===== src/pkg/pcd_cfg.svh =====
// command codes, buffer sizes and fifo depth for the bridge command/address decoder
`ifndef PCD_CFG_SVH
`define PCD_CFG_SVH
`define PCD_CMD_INTACK  4'h0
`define PCD_CMD_SPECIAL 4'h1
`define PCD_CMD_IORD    4'h2
`define PCD_CMD_IOWR    4'h3
`define PCD_CMD_MRD     4'h6
`define PCD_CMD_MWR     4'h7
`define PCD_CMD_CFGRD   4'hA
`define PCD_CMD_CFGWR   4'hB
`define PCD_CMD_MRM     4'hC
`define PCD_CMD_DAC     4'hD
`define PCD_CMD_MRL     4'hE
`define PCD_CMD_MWI     4'hF
`define PCD_CMD_RSV4    4'h4
`define PCD_CMD_RSV5    4'h5
`define PCD_CMD_RSV8    4'h8
`define PCD_CMD_RSV9    4'h9
`define PCD_LOW_LINEAR  2'h0
`define PCD_LOW_TYPE1   2'h1
`define PCD_NUM_BUF     3
`define PCD_BUF_BYTES   8'h80
`define PCD_DWORD_BYTES 8'h04
`define PCD_FIFO_DEPTH  16
`endif


===== src/pkg/pcd_pkg.sv =====
// types shared by the bridge command/address decoder
package pcd_pkg;
  typedef struct packed {
    logic [3:0]  cmd;
    logic        dual;
    logic [63:0] addr;
    logic        linear;
    logic [1:0]  buf_idx;
  } pcd_txn_type;
  typedef struct packed {
    logic [31:0] mem_base;
    logic [31:0] mem_limit;
    logic [31:0] io_base;
    logic [31:0] io_limit;
    logic [63:0] pf_base;
    logic [63:0] pf_limit;
  } pcd_win_type;
  typedef enum logic [2:0] {
    T_IDLE = 3'h0, T_ADDR2 = 3'h1, T_DECIDE = 3'h2, T_DATA = 3'h3, T_WAIT = 3'h4
  } pcd_tstate_type;
  typedef enum logic [1:0] {
    M_IDLE = 2'h0, M_ADDR1 = 2'h1, M_ADDR2 = 2'h2
  } pcd_mstate_type;
endpackage


===== src/core/pcd_decode.sv =====
// address-phase capture, positive decode, buffer tracking and master address phases
`timescale 1ns/1ps
`default_nettype none
`include "pcd_cfg.svh"
module pcd_decode
  import pcd_pkg::*;
(
  input  wire logic        clk_sys_i,
  input  wire logic        reset_i,
  input  wire logic        port_primary_i,
  input  wire logic        pci_frame_n_i,
  input  wire logic        pci_irdy_n_i,
  input  wire logic        pci_trdy_n_i,
  input  wire logic        pci_idsel_i,
  input  wire logic [31:0] pci_ad_i,
  input  wire logic [3:0]  primary_cmd_byte_enable_lines_i,
  input  wire pcd_win_type win_i,
  input  wire logic [2:0]  buf_release_i,
  input  wire logic        mst_req_i,
  input  wire logic [3:0]  mst_cmd_i,
  input  wire logic [63:0] mst_addr_i,
  input  wire logic        txn_ready_i,
  output logic             pci_devsel_n_o,
  output logic             pci_devsel_oe_o,
  output logic             pci_stop_n_o,
  output logic             pci_stop_oe_o,
  output logic             pci_frame_n_o,
  output logic             pci_frame_oe_o,
  output logic [31:0]      pci_ad_o,
  output logic             pci_ad_oe_o,
  output logic [3:0]       primary_cmd_byte_enable_lines_o,
  output logic             primary_cmd_byte_enable_lines_oe_o,
  output logic             mst_ack_o,
  output logic             mst_reject_o,
  output logic             txn_valid_o,
  output pcd_txn_type      txn_o,
  output logic [2:0]       buf_busy_o
);
  // two-stage synchronisers; stage one feeds stage two only
  logic [38:0] pin_s1_reg;
  logic [38:0] pin_s2_reg;
  logic        prim_s1_reg;
  logic        prim_s2_reg;
  logic        frame_prev_reg;
  logic        frame_s;
  logic        irdy_s;
  logic        trdy_s;
  logic        idsel_s;
  logic [31:0] ad_s;
  logic [3:0]  cbe_s;
  logic        frame_fall;

  pcd_tstate_type t_state_reg;
  pcd_mstate_type m_state_reg;
  logic [3:0]  cmd_reg;
  logic [63:0] addr_reg;
  logic        dual_reg;
  logic        linear;
  logic        in_pf;
  logic        in_mem;
  logic        in_io;
  logic        hit;
  logic        tgt_ok;
  logic        claim;
  logic        xfer;
  logic        txn_end;
  logic        fifo_ready;
  logic        first_done_reg;
  logic [1:0]  act_buf_reg;
  logic        buf_free;
  logic [1:0]  free_idx;
  logic [7:0]  bytes_reg [`PCD_NUM_BUF];
  logic        busy_reg  [`PCD_NUM_BUF];
  logic        buf_fills;
  logic        mst_init_ok;
  logic        mst_dual;
  logic        mst_dual_reg;
  logic [3:0]  mst_cmd_reg;
  logic [31:0] mst_hi_reg;
  logic        mst_mem;
  pcd_txn_type txn_in;

  // pins cross into the bridge clock together so they stay aligned
  always_ff @(posedge clk_sys_i) begin
    if (reset_i) begin
      pin_s1_reg  <= '1;
      pin_s2_reg  <= '1;
      prim_s1_reg <= 1'b0;
      prim_s2_reg <= 1'b0;
    end else begin
      pin_s1_reg  <= {pci_frame_n_i, pci_irdy_n_i, pci_trdy_n_i, pci_idsel_i,
                      pci_ad_i, primary_cmd_byte_enable_lines_i[2:0]};
      pin_s2_reg  <= pin_s1_reg;
      prim_s1_reg <= port_primary_i;
      prim_s2_reg <= prim_s1_reg;
    end
  end

  // the fourth command line travels in its own stage pair to keep the vector short
  logic [1:0] cbe3_reg;
  always_ff @(posedge clk_sys_i) begin
    if (reset_i) begin
      cbe3_reg <= '1;
    end else begin
      cbe3_reg <= {cbe3_reg[0], primary_cmd_byte_enable_lines_i[3]};
    end
  end

  assign {frame_s, irdy_s, trdy_s, idsel_s, ad_s} = pin_s2_reg[38:3];
  assign cbe_s      = {cbe3_reg[1], pin_s2_reg[2:0]};
  assign frame_fall = frame_prev_reg && !frame_s;
  assign xfer       = !irdy_s && !trdy_s;
  assign txn_end    = frame_s && irdy_s;

  // previous frame level for edge detection
  always_ff @(posedge clk_sys_i) begin
    if (reset_i) begin
      frame_prev_reg <= 1'b1;
    end else begin
      frame_prev_reg <= frame_s;
    end
  end

  // command and address capture, one or two address phases
  always_ff @(posedge clk_sys_i) begin
    if (reset_i) begin
      cmd_reg  <= '0;
      addr_reg <= '0;
      dual_reg <= 1'b0;
    end else if (t_state_reg == T_IDLE && frame_fall) begin
      cmd_reg  <= cbe_s;
      addr_reg <= {32'h0000_0000, ad_s};
      dual_reg <= (cbe_s == `PCD_CMD_DAC);
    end else if (t_state_reg == T_ADDR2) begin
      cmd_reg        <= cbe_s;
      addr_reg[63:32] <= ad_s;
    end
  end

  pcd_cmd_class u_tgt_class (
    .cmd_i        (cmd_reg),
    .is_primary_i (prim_s2_reg),
    .type1_i      (addr_reg[1:0] == `PCD_LOW_TYPE1),
    .init_ok_o    (),
    .tgt_ok_o     (tgt_ok)
  );

  // positive decode: primary claims inside windows, secondaries claim what lies outside
  always_comb begin
    linear = (addr_reg[1:0] == `PCD_LOW_LINEAR);
    in_pf  = (addr_reg >= win_i.pf_base) && (addr_reg <= win_i.pf_limit);
    in_mem = (addr_reg[63:32] == 32'h0000_0000) && (addr_reg[31:0] >= win_i.mem_base) &&
             (addr_reg[31:0] <= win_i.mem_limit);
    in_io  = (addr_reg[63:32] == 32'h0000_0000) && (addr_reg[31:0] >= win_i.io_base) &&
             (addr_reg[31:0] <= win_i.io_limit);
    case (cmd_reg)
      `PCD_CMD_IORD, `PCD_CMD_IOWR: begin
        hit = prim_s2_reg ? in_io : !in_io;
      end
      `PCD_CMD_CFGRD, `PCD_CMD_CFGWR: begin
        hit = (addr_reg[1:0] == `PCD_LOW_TYPE1) || (prim_s2_reg && idsel_s);
      end
      `PCD_CMD_MRD, `PCD_CMD_MWR, `PCD_CMD_MRM, `PCD_CMD_MRL, `PCD_CMD_MWI: begin
        if (dual_reg) begin
          hit = prim_s2_reg ? in_pf : !in_pf;
        end else begin
          hit = prim_s2_reg ? (in_mem || in_pf) : !(in_mem || in_pf);
        end
      end
      default: begin
        hit = 1'b0;
      end
    endcase
  end

  // lowest free buffer; a claim needs one free buffer and fifo room
  always_comb begin
    buf_free = 1'b0;
    free_idx = 2'h0;
    for (int k = `PCD_NUM_BUF - 1; k >= 0; k--) begin
      if (!busy_reg[k]) begin
        buf_free = 1'b1;
        free_idx = 2'(k);
      end
    end
  end

  assign claim     = (t_state_reg == T_DECIDE) && tgt_ok && hit && buf_free && fifo_ready;
  assign buf_fills = (bytes_reg[act_buf_reg] == `PCD_BUF_BYTES - `PCD_DWORD_BYTES);

  // target sequencer: decide one clock after the last address phase
  always_ff @(posedge clk_sys_i) begin
    if (reset_i) begin
      t_state_reg <= T_IDLE;
    end else begin
      case (t_state_reg)
        T_IDLE: begin
          if (frame_fall) begin
            t_state_reg <= (cbe_s == `PCD_CMD_DAC) ? T_ADDR2 : T_DECIDE;
          end
        end
        T_ADDR2: begin
          t_state_reg <= T_DECIDE;
        end
        T_DECIDE: begin
          t_state_reg <= claim ? T_DATA : T_WAIT;
        end
        T_DATA, T_WAIT: begin
          if (txn_end) begin
            t_state_reg <= T_IDLE;
          end
        end
        default: begin
          t_state_reg <= T_IDLE;
        end
      endcase
    end
  end

  // devsel and stop pins; devsel comes one clock after the decide step
  always_ff @(posedge clk_sys_i) begin
    if (reset_i) begin
      pci_devsel_n_o  <= 1'b1;
      pci_devsel_oe_o <= 1'b0;
      pci_stop_n_o    <= 1'b1;
      pci_stop_oe_o   <= 1'b0;
      first_done_reg  <= 1'b0;
    end else if (claim) begin
      pci_devsel_n_o  <= 1'b0;
      pci_devsel_oe_o <= 1'b1;
      pci_stop_n_o    <= 1'b1;
      pci_stop_oe_o   <= 1'b1;
      first_done_reg  <= 1'b0;
    end else if (t_state_reg == T_DATA) begin
      if (txn_end) begin
        pci_devsel_n_o  <= 1'b1;
        pci_devsel_oe_o <= 1'b0;
        pci_stop_n_o    <= 1'b1;
        pci_stop_oe_o   <= 1'b0;
      end else if (xfer) begin
        first_done_reg <= 1'b1;
        // a non-linear burst cannot go past its first data transfer
        if (!linear || buf_fills) begin
          pci_stop_n_o <= 1'b0;
        end
      end
    end
  end

  // per-buffer occupancy; a buffer owned by the running transfer ignores release
  generate
    for (genvar k = 0; k < `PCD_NUM_BUF; k++) begin : g_buf
      always_ff @(posedge clk_sys_i) begin
        if (reset_i) begin
          busy_reg[k]  <= 1'b0;
          bytes_reg[k] <= 8'h00;
        end else if (claim && free_idx == 2'(k)) begin
          busy_reg[k]  <= 1'b1;
          bytes_reg[k] <= 8'h00;
        end else if (t_state_reg == T_DATA && act_buf_reg == 2'(k)) begin
          if (xfer && bytes_reg[k] != `PCD_BUF_BYTES) begin
            bytes_reg[k] <= bytes_reg[k] + `PCD_DWORD_BYTES;
          end
        end else if (buf_release_i[k]) begin
          busy_reg[k]  <= 1'b0;
          bytes_reg[k] <= 8'h00;
        end
      end
      assign buf_busy_o[k] = busy_reg[k];
    end
  endgenerate

  // buffer that belongs to the transfer now on the bus
  always_ff @(posedge clk_sys_i) begin
    if (reset_i) begin
      act_buf_reg <= 2'h0;
    end else if (claim) begin
      act_buf_reg <= free_idx;
    end
  end

  // claimed transactions are queued for the forwarding side
  always_comb begin
    txn_in.cmd     = cmd_reg;
    txn_in.dual    = dual_reg;
    txn_in.addr    = addr_reg;
    txn_in.linear  = linear;
    txn_in.buf_idx = free_idx;
  end

  pcd_fifo #(
    .WIDTH ($bits(pcd_txn_type)),
    .DEPTH (`PCD_FIFO_DEPTH)
  ) u_fifo (
    .clk_sys_i   (clk_sys_i),
    .reset_i     (reset_i),
    .in_valid_i  (claim),
    .in_ready_o  (fifo_ready),
    .in_data_i   (txn_in),
    .out_valid_o (txn_valid_o),
    .out_ready_i (txn_ready_i),
    .out_data_o  (txn_o)
  );

  // master side: filter the command, then drive one or two address phases
  assign mst_dual = (mst_addr_i[63:32] != 32'h0000_0000);
  assign mst_mem  = (mst_cmd_i == `PCD_CMD_MRD) || (mst_cmd_i == `PCD_CMD_MWR) ||
                    (mst_cmd_i == `PCD_CMD_MRM) || (mst_cmd_i == `PCD_CMD_MRL) ||
                    (mst_cmd_i == `PCD_CMD_MWI);

  pcd_cmd_class u_mst_class (
    .cmd_i        (mst_cmd_i),
    .is_primary_i (prim_s2_reg),
    .type1_i      (mst_addr_i[1:0] == `PCD_LOW_TYPE1),
    .init_ok_o    (mst_init_ok),
    .tgt_ok_o     ()
  );

  always_ff @(posedge clk_sys_i) begin
    if (reset_i) begin
      m_state_reg                        <= M_IDLE;
      pci_frame_n_o                      <= 1'b1;
      pci_frame_oe_o                     <= 1'b0;
      pci_ad_o                           <= 32'h0000_0000;
      pci_ad_oe_o                        <= 1'b0;
      primary_cmd_byte_enable_lines_o    <= 4'h0;
      primary_cmd_byte_enable_lines_oe_o <= 1'b0;
      mst_ack_o                          <= 1'b0;
      mst_reject_o                       <= 1'b0;
      mst_dual_reg                       <= 1'b0;
      mst_cmd_reg                        <= 4'h0;
      mst_hi_reg                         <= 32'h0000_0000;
    end else begin
      mst_ack_o    <= 1'b0;
      mst_reject_o <= 1'b0;
      case (m_state_reg)
        M_IDLE: begin
          // dual address only makes sense for memory commands
          if (mst_req_i && mst_init_ok && (!mst_dual || mst_mem)) begin
            m_state_reg                        <= M_ADDR1;
            mst_ack_o                          <= 1'b1;
            mst_dual_reg                       <= mst_dual;
            mst_cmd_reg                        <= mst_cmd_i;
            mst_hi_reg                         <= mst_addr_i[63:32];
            pci_frame_n_o                      <= 1'b0;
            pci_frame_oe_o                     <= 1'b1;
            pci_ad_o                           <= mst_addr_i[31:0];
            pci_ad_oe_o                        <= 1'b1;
            primary_cmd_byte_enable_lines_o    <= mst_dual ? `PCD_CMD_DAC : mst_cmd_i;
            primary_cmd_byte_enable_lines_oe_o <= 1'b1;
          end else if (mst_req_i) begin
            mst_reject_o <= 1'b1;
          end
        end
        M_ADDR1: begin
          if (mst_dual_reg) begin
            m_state_reg                     <= M_ADDR2;
            pci_ad_o                        <= mst_hi_reg;
            primary_cmd_byte_enable_lines_o <= mst_cmd_reg;
          end else begin
            m_state_reg                        <= M_IDLE;
            pci_frame_n_o                      <= 1'b1;
            pci_frame_oe_o                     <= 1'b0;
            pci_ad_oe_o                        <= 1'b0;
            primary_cmd_byte_enable_lines_oe_o <= 1'b0;
          end
        end
        default: begin
          m_state_reg                        <= M_IDLE;
          pci_frame_n_o                      <= 1'b1;
          pci_frame_oe_o                     <= 1'b0;
          pci_ad_oe_o                        <= 1'b0;
          primary_cmd_byte_enable_lines_oe_o <= 1'b0;
        end
      endcase
    end
  end
endmodule
`default_nettype wire


===== src/core/pcd_fifo.sv =====
// small flip-flop fifo with valid/ready on both sides
`timescale 1ns/1ps
`default_nettype none
module pcd_fifo #(
  parameter int WIDTH = 8,
  parameter int DEPTH = 16
) (
  input  wire logic             clk_sys_i,
  input  wire logic             reset_i,
  input  wire logic             in_valid_i,
  output logic                  in_ready_o,
  input  wire logic [WIDTH-1:0] in_data_i,
  output logic                  out_valid_o,
  input  wire logic             out_ready_i,
  output logic      [WIDTH-1:0] out_data_o
);
  localparam int AW = $clog2(DEPTH);
  logic [WIDTH-1:0] mem_reg [DEPTH];
  logic [AW-1:0]    wr_ptr_reg;
  logic [AW-1:0]    rd_ptr_reg;
  logic [AW:0]      count_reg;
  logic             push;
  logic             pop;

  // full and empty come straight from the occupancy count
  assign in_ready_o  = (count_reg < (AW+1)'(DEPTH));
  assign out_valid_o = (count_reg != '0);
  assign out_data_o  = mem_reg[rd_ptr_reg];
  assign push        = in_valid_i && in_ready_o;
  assign pop         = out_valid_o && out_ready_i;

  // storage written only on an accepted push
  always_ff @(posedge clk_sys_i) begin
    if (push) begin
      mem_reg[wr_ptr_reg] <= in_data_i;
    end
  end

  // pointers wrap at the depth, which need not be a power of two
  always_ff @(posedge clk_sys_i) begin
    if (reset_i) begin
      wr_ptr_reg <= '0;
      rd_ptr_reg <= '0;
      count_reg  <= '0;
    end else begin
      if (push) begin
        wr_ptr_reg <= (wr_ptr_reg == AW'(DEPTH - 1)) ? '0 : wr_ptr_reg + 1'b1;
      end
      if (pop) begin
        rd_ptr_reg <= (rd_ptr_reg == AW'(DEPTH - 1)) ? '0 : rd_ptr_reg + 1'b1;
      end
      count_reg <= count_reg + (AW+1)'(push) - (AW+1)'(pop);
    end
  end
endmodule
`default_nettype wire


===== src/core/pcd_cmd_class.sv =====
// per-port table of which commands may be initiated and which may be claimed
`timescale 1ns/1ps
`default_nettype none
`include "pcd_cfg.svh"
module pcd_cmd_class
  import pcd_pkg::*;
(
  input  wire logic [3:0] cmd_i,
  input  wire logic       is_primary_i,
  input  wire logic       type1_i,
  output logic            init_ok_o,
  output logic            tgt_ok_o
);
  // reserved codes and interrupt acknowledge fall to the default: never either
  always_comb begin
    init_ok_o = 1'b0;
    tgt_ok_o  = 1'b0;
    case (cmd_i)
      `PCD_CMD_SPECIAL: begin
        init_ok_o = 1'b1;
      end
      `PCD_CMD_IORD, `PCD_CMD_IOWR, `PCD_CMD_MRD, `PCD_CMD_MWR,
      `PCD_CMD_MRM, `PCD_CMD_MRL, `PCD_CMD_MWI, `PCD_CMD_DAC: begin
        init_ok_o = 1'b1;
        tgt_ok_o  = 1'b1;
      end
      `PCD_CMD_CFGRD: begin
        init_ok_o = !is_primary_i;
        tgt_ok_o  = is_primary_i;
      end
      `PCD_CMD_CFGWR: begin
        // type 1 config write is also how remote special cycles are asked for
        init_ok_o = is_primary_i ? type1_i : 1'b1;
        tgt_ok_o  = is_primary_i ? 1'b1 : type1_i;
      end
      default: begin
        init_ok_o = 1'b0;
        tgt_ok_o  = 1'b0;
      end
    endcase
  end
endmodule
`default_nettype wire


===== config.mk =====
export PLATFORM = sky130hd
export DESIGN_NAME = pcd_decode
export DESIGN_NICKNAME = d
export VERILOG_FILES = /design/src/pkg/pcd_pkg.sv /design/src/core/pcd_decode.sv /design/src/core/pcd_fifo.sv /design/src/core/pcd_cmd_class.sv
export VERILOG_INCLUDE_DIRS = /design/src /design/src/pkg
export SDC_FILE = /design/constraint.sdc
export NUM_CORES = 2
export LEC_CHECK = 0
export BUFFER_PORTS_ARGS = -buffer_cell sky130_fd_sc_hd__buf_2
export CORE_MARGIN = 2
export CORE_UTILIZATION = 60
export CTS_CLUSTER_DIAMETER = 40
export DETAILED_ROUTE_END_ITERATION = 16
export PLACE_DENSITY = 0.8
export RECOVER_POWER = 50
export SKIP_CTS_REPAIR_TIMING = 1
export SYNTH_ARGS = -nofsm -noshare
export SYNTH_HDL_FRONTEND = slang
export SYNTH_HIERARCHICAL = 1
export SYNTH_SLANG_ARGS = --single-unit

===== constraint.sdc =====
create_clock -name clk_sys_i -period 12.2 [get_ports clk_sys_i]
set_input_delay 0.61 -clock clk_sys_i [delete_from_list [all_inputs] [get_ports clk_sys_i]]
set_output_delay 0.61 -clock clk_sys_i [all_outputs]
set_load 0.02 [all_outputs]

# Word level (Yosys, flattened, before mapping)
# Memory sizes are Yosys's and may differ from the RTL's. A register that Yosys moved wholly into a read port is not among the register bits.
# Index checks and enable logic that the tools add are counted.
# totals
ramBits	1179
elab_cells	292
memories	3
romBits	0
in_bits	372
ff_bits	252
latch_bits	0
# op_classes
shifts	0
eq_ne	44
n_reduce_logical	74
magnitude_cmp	7
n_bitwise	16
mux	113
mul	0
n_addsub	7
div	0
# memory_table
memory	words	word_bits	read_ports	rd_clocked_by_memory_dff	wr	line	text
u_fifo.mem_reg	16	72	1	1	1	pcd_fifo.sv:18	logic [WIDTH-1:0] mem_reg [DEPTH];
bytes_reg	3	8	4	1	3	pcd_decode.sv:72	logic [7:0] bytes_reg [`PCD_NUM_BUF];
busy_reg	3	1	3	0	3	pcd_decode.sv:73	logic busy_reg [`PCD_NUM_BUF];
# op_table
cell	n
$mux 1	73
$mux 8	9
$ge 32x32->1	2
$ge 64x64->1	1
$le 32x32->1	2
$le 64x64->1	1
$mux 32	2
$pmux 32 s2	1
$eq 4x4->1 const B	15
$mux 4	9
$logic_not 32->1	1
$reduce_bool 32->1	1
$logic_and 1x1->1	27
$add 8x3->8 const B	3
$ne 8x8->1 const B	3
$eq 4x2->1 const B	4
$eq 4x3->1 const B	4
$mux 2	8
$or 1x1->1	15
$pmux 3 s4	1
$reduce_bool 2->1	6
$reduce_or 2->1	6
$eq 2x1->1 const B	5
$ne 2x2->1 const B	5
27 further kinds	57

# Longest topological paths before layout
# depth
depth_word	18
ltp_mapped	25
mapped_depth_nobuf	22

# By module
# Netlist, hierarchy kept.
# modules_own_cells
mod	n_inst	area_per_inst_um2	cells_per_inst
pcd_fifo	1	43934.6	1865
pcd_decode	1	15985.3	2001
pcd_cmd_class	2	50.0	8

# Least setup slack after synthesis
# OpenSTA, ideal clock, no wires.
# synth_timing
path_kind	input to register
startpoint	in win_i[110] in the netlist's numbering
endpoint	mem u_fifo/mem_reg[15][0] in the netlist's numbering (enable)
n_path_buf	3
required_ps	11610
path_slack_ps	3153
stages	18
t_arrival_ps	8457
path_cell_list	inv_1 > ha_1 > a21oi_2 > nand2_1 > a221o_1 > o31a_1 > a2111o_1 > nor3_1 > o32ai_1 > xor2_1 > o31a_1 > buf_6 > buf_12 > inv_1 > nor2b_1 > inv_2 > clkbuf_1 > nor3_1
# synth_via
elab_chain_len	13
elab_cells_between_ends	15
cone_classes	order compare (1); mux (6); reduce/logical (8)
# synth_lines
item	line	text
from (decl)	pcd_decode.sv:17	input wire pcd_win_type win_i,
$ge 64x64->1 *	pcd_decode.sv:151	in_pf = (addr_reg >= win_i.pf_base) && (addr_reg <= win_i.pf_limit);
$logic_and 1x1->1 *	pcd_decode.sv:151	
$logic_or 1x1->1	pcd_decode.sv:167	hit = prim_s2_reg ? (in_mem || in_pf) : !(in_mem || in_pf);
$logic_not 1->1	pcd_decode.sv:167	
$mux 1	pcd_decode.sv:167	
$mux 1 *	pcd_decode.sv:164	if (dual_reg) begin
$pmux 1 s3 *	pcd_decode.sv:156	case (cmd_reg)
$logic_and 1x1->1 * (3 in series)	pcd_decode.sv:188	assign claim = (t_state_reg == T_DECIDE) && tgt_ok && hit && buf_free && fifo_ready;
net claim	pcd_decode.sv:64	logic claim;
$logic_and 1x1->1 *	pcd_fifo.sv:29	assign push = in_valid_i && in_ready_o;
$mux 1 *	pcd_fifo.sv:34	if (push) begin
$mux 1 (implied by the code) *	pcd_fifo.sv:35	mem_reg[wr_ptr_reg] <= in_data_i;
to (decl)	pcd_fifo.sv:18	
# The timed path passes the listed nets; every way through them passes the cells marked *.

# Worst setup path after layout
# layout_timing
startpoint	reg addr_reg[61]
endpoint	mem u_fifo/mem_reg[2][21] in the netlist's numbering (enable)
# layout_via
elab_chain_len	14
elab_cells_between_ends	23
cone_classes	order compare (2); mux (7); reduce/logical (14)
# layout_lines
item	line	text
from (decl)	pcd_decode.sv:56	logic [63:0] addr_reg;
from (signal assigned)	pcd_decode.sv:132	addr_reg <= {32'h0000_0000, ad_s};
from (signal assigned)	pcd_decode.sv:136	addr_reg[63:32] <= ad_s;
parallel branches: the longest is 7 deep, another holds $ge 64x64->1	-	
$pmux 1 s3 *	pcd_decode.sv:156	
$logic_and 1x1->1 * (3 in series)	pcd_decode.sv:188	
net claim	pcd_decode.sv:64	
$logic_and 1x1->1 *	pcd_fifo.sv:29	
$mux 1 *	pcd_fifo.sv:34	
$mux 1 (implied by the code) *	pcd_fifo.sv:35	
# Mark *: on every way through the listed nets, which the timed path passes.

==> impl_metrics.csv <==
group,metric,value,unit
pwr,combPwrFrac,13.1,%
synthesis,syn_nets,4521,
detailed_routing,drt-total-wl,174000,microns
setup_path,crit_buf_inv,4,
pwr,ir_worst_vdd,143,uV
synthesis,avgSynthCellArea,15.5,sq um
clock_tree,clk_pin_slew,0.06,ns
timing,setup_tns,0,ns
timing,fin_crit_sh,58.8,%
grt,grtUsageTotal,34.2,%
grt,grt_pass1_vias,38600,
setup_path,cp_top_family,"simple AND/OR/NAND/NOR gates",
detailed_routing,vias,37900,
setup_path,crit_top_cell,"nor3_1",
timing,slew_headroom,-153,%
floorplan,die_x,320,microns
place,place_area,63800,sq um
pwr,p_leak,25.9,nW
clock_tree,tritoncts,"yes",
pwr,total_power,11.7,mW
grt,grt-ovfl-total,0,
detailed_routing,routed_via_density,6.50,
clock_tree,htree_levels,4,
synthesis,netlist_instances,3875,
cells_and_area,drive_gt1_share,25.3,%
pwr,p_switching,2.98,mW
floorplan,placementRows,115,
cells_and_area,largest_reg_flops,1152,
detailed_routing,dr.first_iter.drc_count,4802,
pwr,clkPwrFrac,40.6,%
timing,clock_skew,0.0538,ns
place,dp_hpwl,101000,microns
setup_path,timing_worst_setup_path_type,"register to register",
synthesis,synthesis.area,60000,sq um
floorplan,initial_utilization,60.8,%
status,status,"finished with violations",
hold_path,worst_hold_path_type,"input port to register",
detailed_routing,dr.pass1.iters,8,
timing,fin_crit,7.18,ns
setup_path,start_kind,"register",
timing,finalSetupViolations,0,
timing,finalHoldViolCount,0,
timing,clock.fmax,0.139,GHz
grt,grt_pass1_wl,253000,microns
pwr,p_per_area,170,nW/um^2
place,globalplace.congestion,0.913,
detailed_routing,drc_errors,0,
setup_path,crit_fanout,49,
setup_path,worstPathArrival,7.53,ns
cells_and_area,area_growth,14.8,%
clock_tree,clock_latency,0.77,ns
floorplan,dieArea,103000,sq um
synthesis,synth_warnings,6,
status,violations,"capacitance limit, slew limit",
pwr,p_int,8.69,mW
cells_and_area,final_nets,5060,
clock_tree,cts_num_sinks,1431,
cells_and_area,final_area,68800,sq um
pwr,power_frac_seq,46.2,%
place,io_buffers,493,
clock_tree,cts_max_path_buffers,3,
clock_tree,numCtsBuffers,153,
detailed_routing,wl_per_cell,29.8,microns
floorplan,coreArea,98700,sq um
setup_path,cpPeakStageDelay,0.86,ns
timing,tightest_slew,3.79,ns
pwr,switching_share,25.6,%
detailed_routing,ant_nets,0,
timing,maxSlewViolCount,606,
timing,grt_setup_unrepaired,"no",
setup_path,crit_slowest_cell,"buf_4",
floorplan,pin_count,494,
setup_path,cp-end-kind,"register",
setup_path,critPathRequiredTime,12.55,ns
setup_path,crit_chain,"clkbuf_1, ha_1, nand4_1, nor4_1, nand2_1, nor3_1, a41oi_1, o32ai_1, xor2_1, o31a_1, inv_1, nor2b_1, inv_2, nor3_1, and2_4, buf_4",
job,drv_cap,18,
clock_tree,cts-root-buf,"clkbuf_16",
floorplan,fp.dieH,320,microns
grt,antenna_found_initial,17,
grt,grt_max_degree,167,
## final cells by class
cell class / instances / area (sq um)
diodes: 4 / 10.0
clock buffers: 181 / 3970
well taps: 1287 / 1610
inverters: 285 / 1070
fillers: 6212 / 29900
repair buffers: 561 / 2850
flip-flops and latches: 1431 / 40400
multi-input cells: 1982 / 17700
clock inverters: 98 / 1210
## power by group through the flow
stage | sequential (mW) | clock (mW) | combinational (mW)
floorplan | 5.45 | 0 | 1.10
global placement | 5.49 | 0 | 1.49
detailed placement | 5.49 | 0 | 1.51
CTS | 5.39 | 4.77 | 1.54
global route | 5.40 | 4.94 | 1.64
finish | 5.39 | 4.74 | 1.53
## through the flow
step | std cells | hold slack [ns] | setup slack [ns] | utilization (%)
CTS | 5825 | -0.00455 | 5.50 | 69.9
floorplan | 3875 | 0.389 | 3.15 | -
finish | 5829 | 0.0341 | 5.02 | 69.7
global placement | 5546 | 0.392 | 5.86 | 64.6
detailed placement | 5546 | 0.392 | 5.69 | 64.6
global route | 5827 | 0.0183 | 4.92 | 69.7
## routing by layer
metal / share of wire, % / up-vias / GRT usage [%]
li1: - / 15900 / -
met1: 34 / 18700 / 43.1
met2: 48 / 2723 / 55.3
met3: 12 / 544 / 8.28
met4: 5.8 / 18 / 18.2
met5: 0.067 / - / 0
## worst paths after layout
check | from | endpoint | slack [ns] | cells past startpoint
hold reg to reg | pin_s1_reg[16] | pin_s2_reg[16] | 0.40 | 1
setup reg to reg | addr_reg[61] | u_fifo/mem_reg[2][21] | 5.02 | 16
setup / recovery | addr_reg[61] | u_fifo/mem_reg[2][21] | 5.02 | 16
hold / removal | pci_ad_i[29] | pin_s1_reg[32] | 0.03 | 2
## placed cells by master (no fill, tap or decap), types with 111 or more instances in the layout
cell,n
a21oi_1,213
dfxtp_1,256
edfxtp_1,1173
inv_1,283
a22oi_1,144
buf_2,443
mux4_2,288
nand2_1,432
clkbuf_16,153
nor2_1,111
ha_1,273
Power figures use the tool's default switching activity.
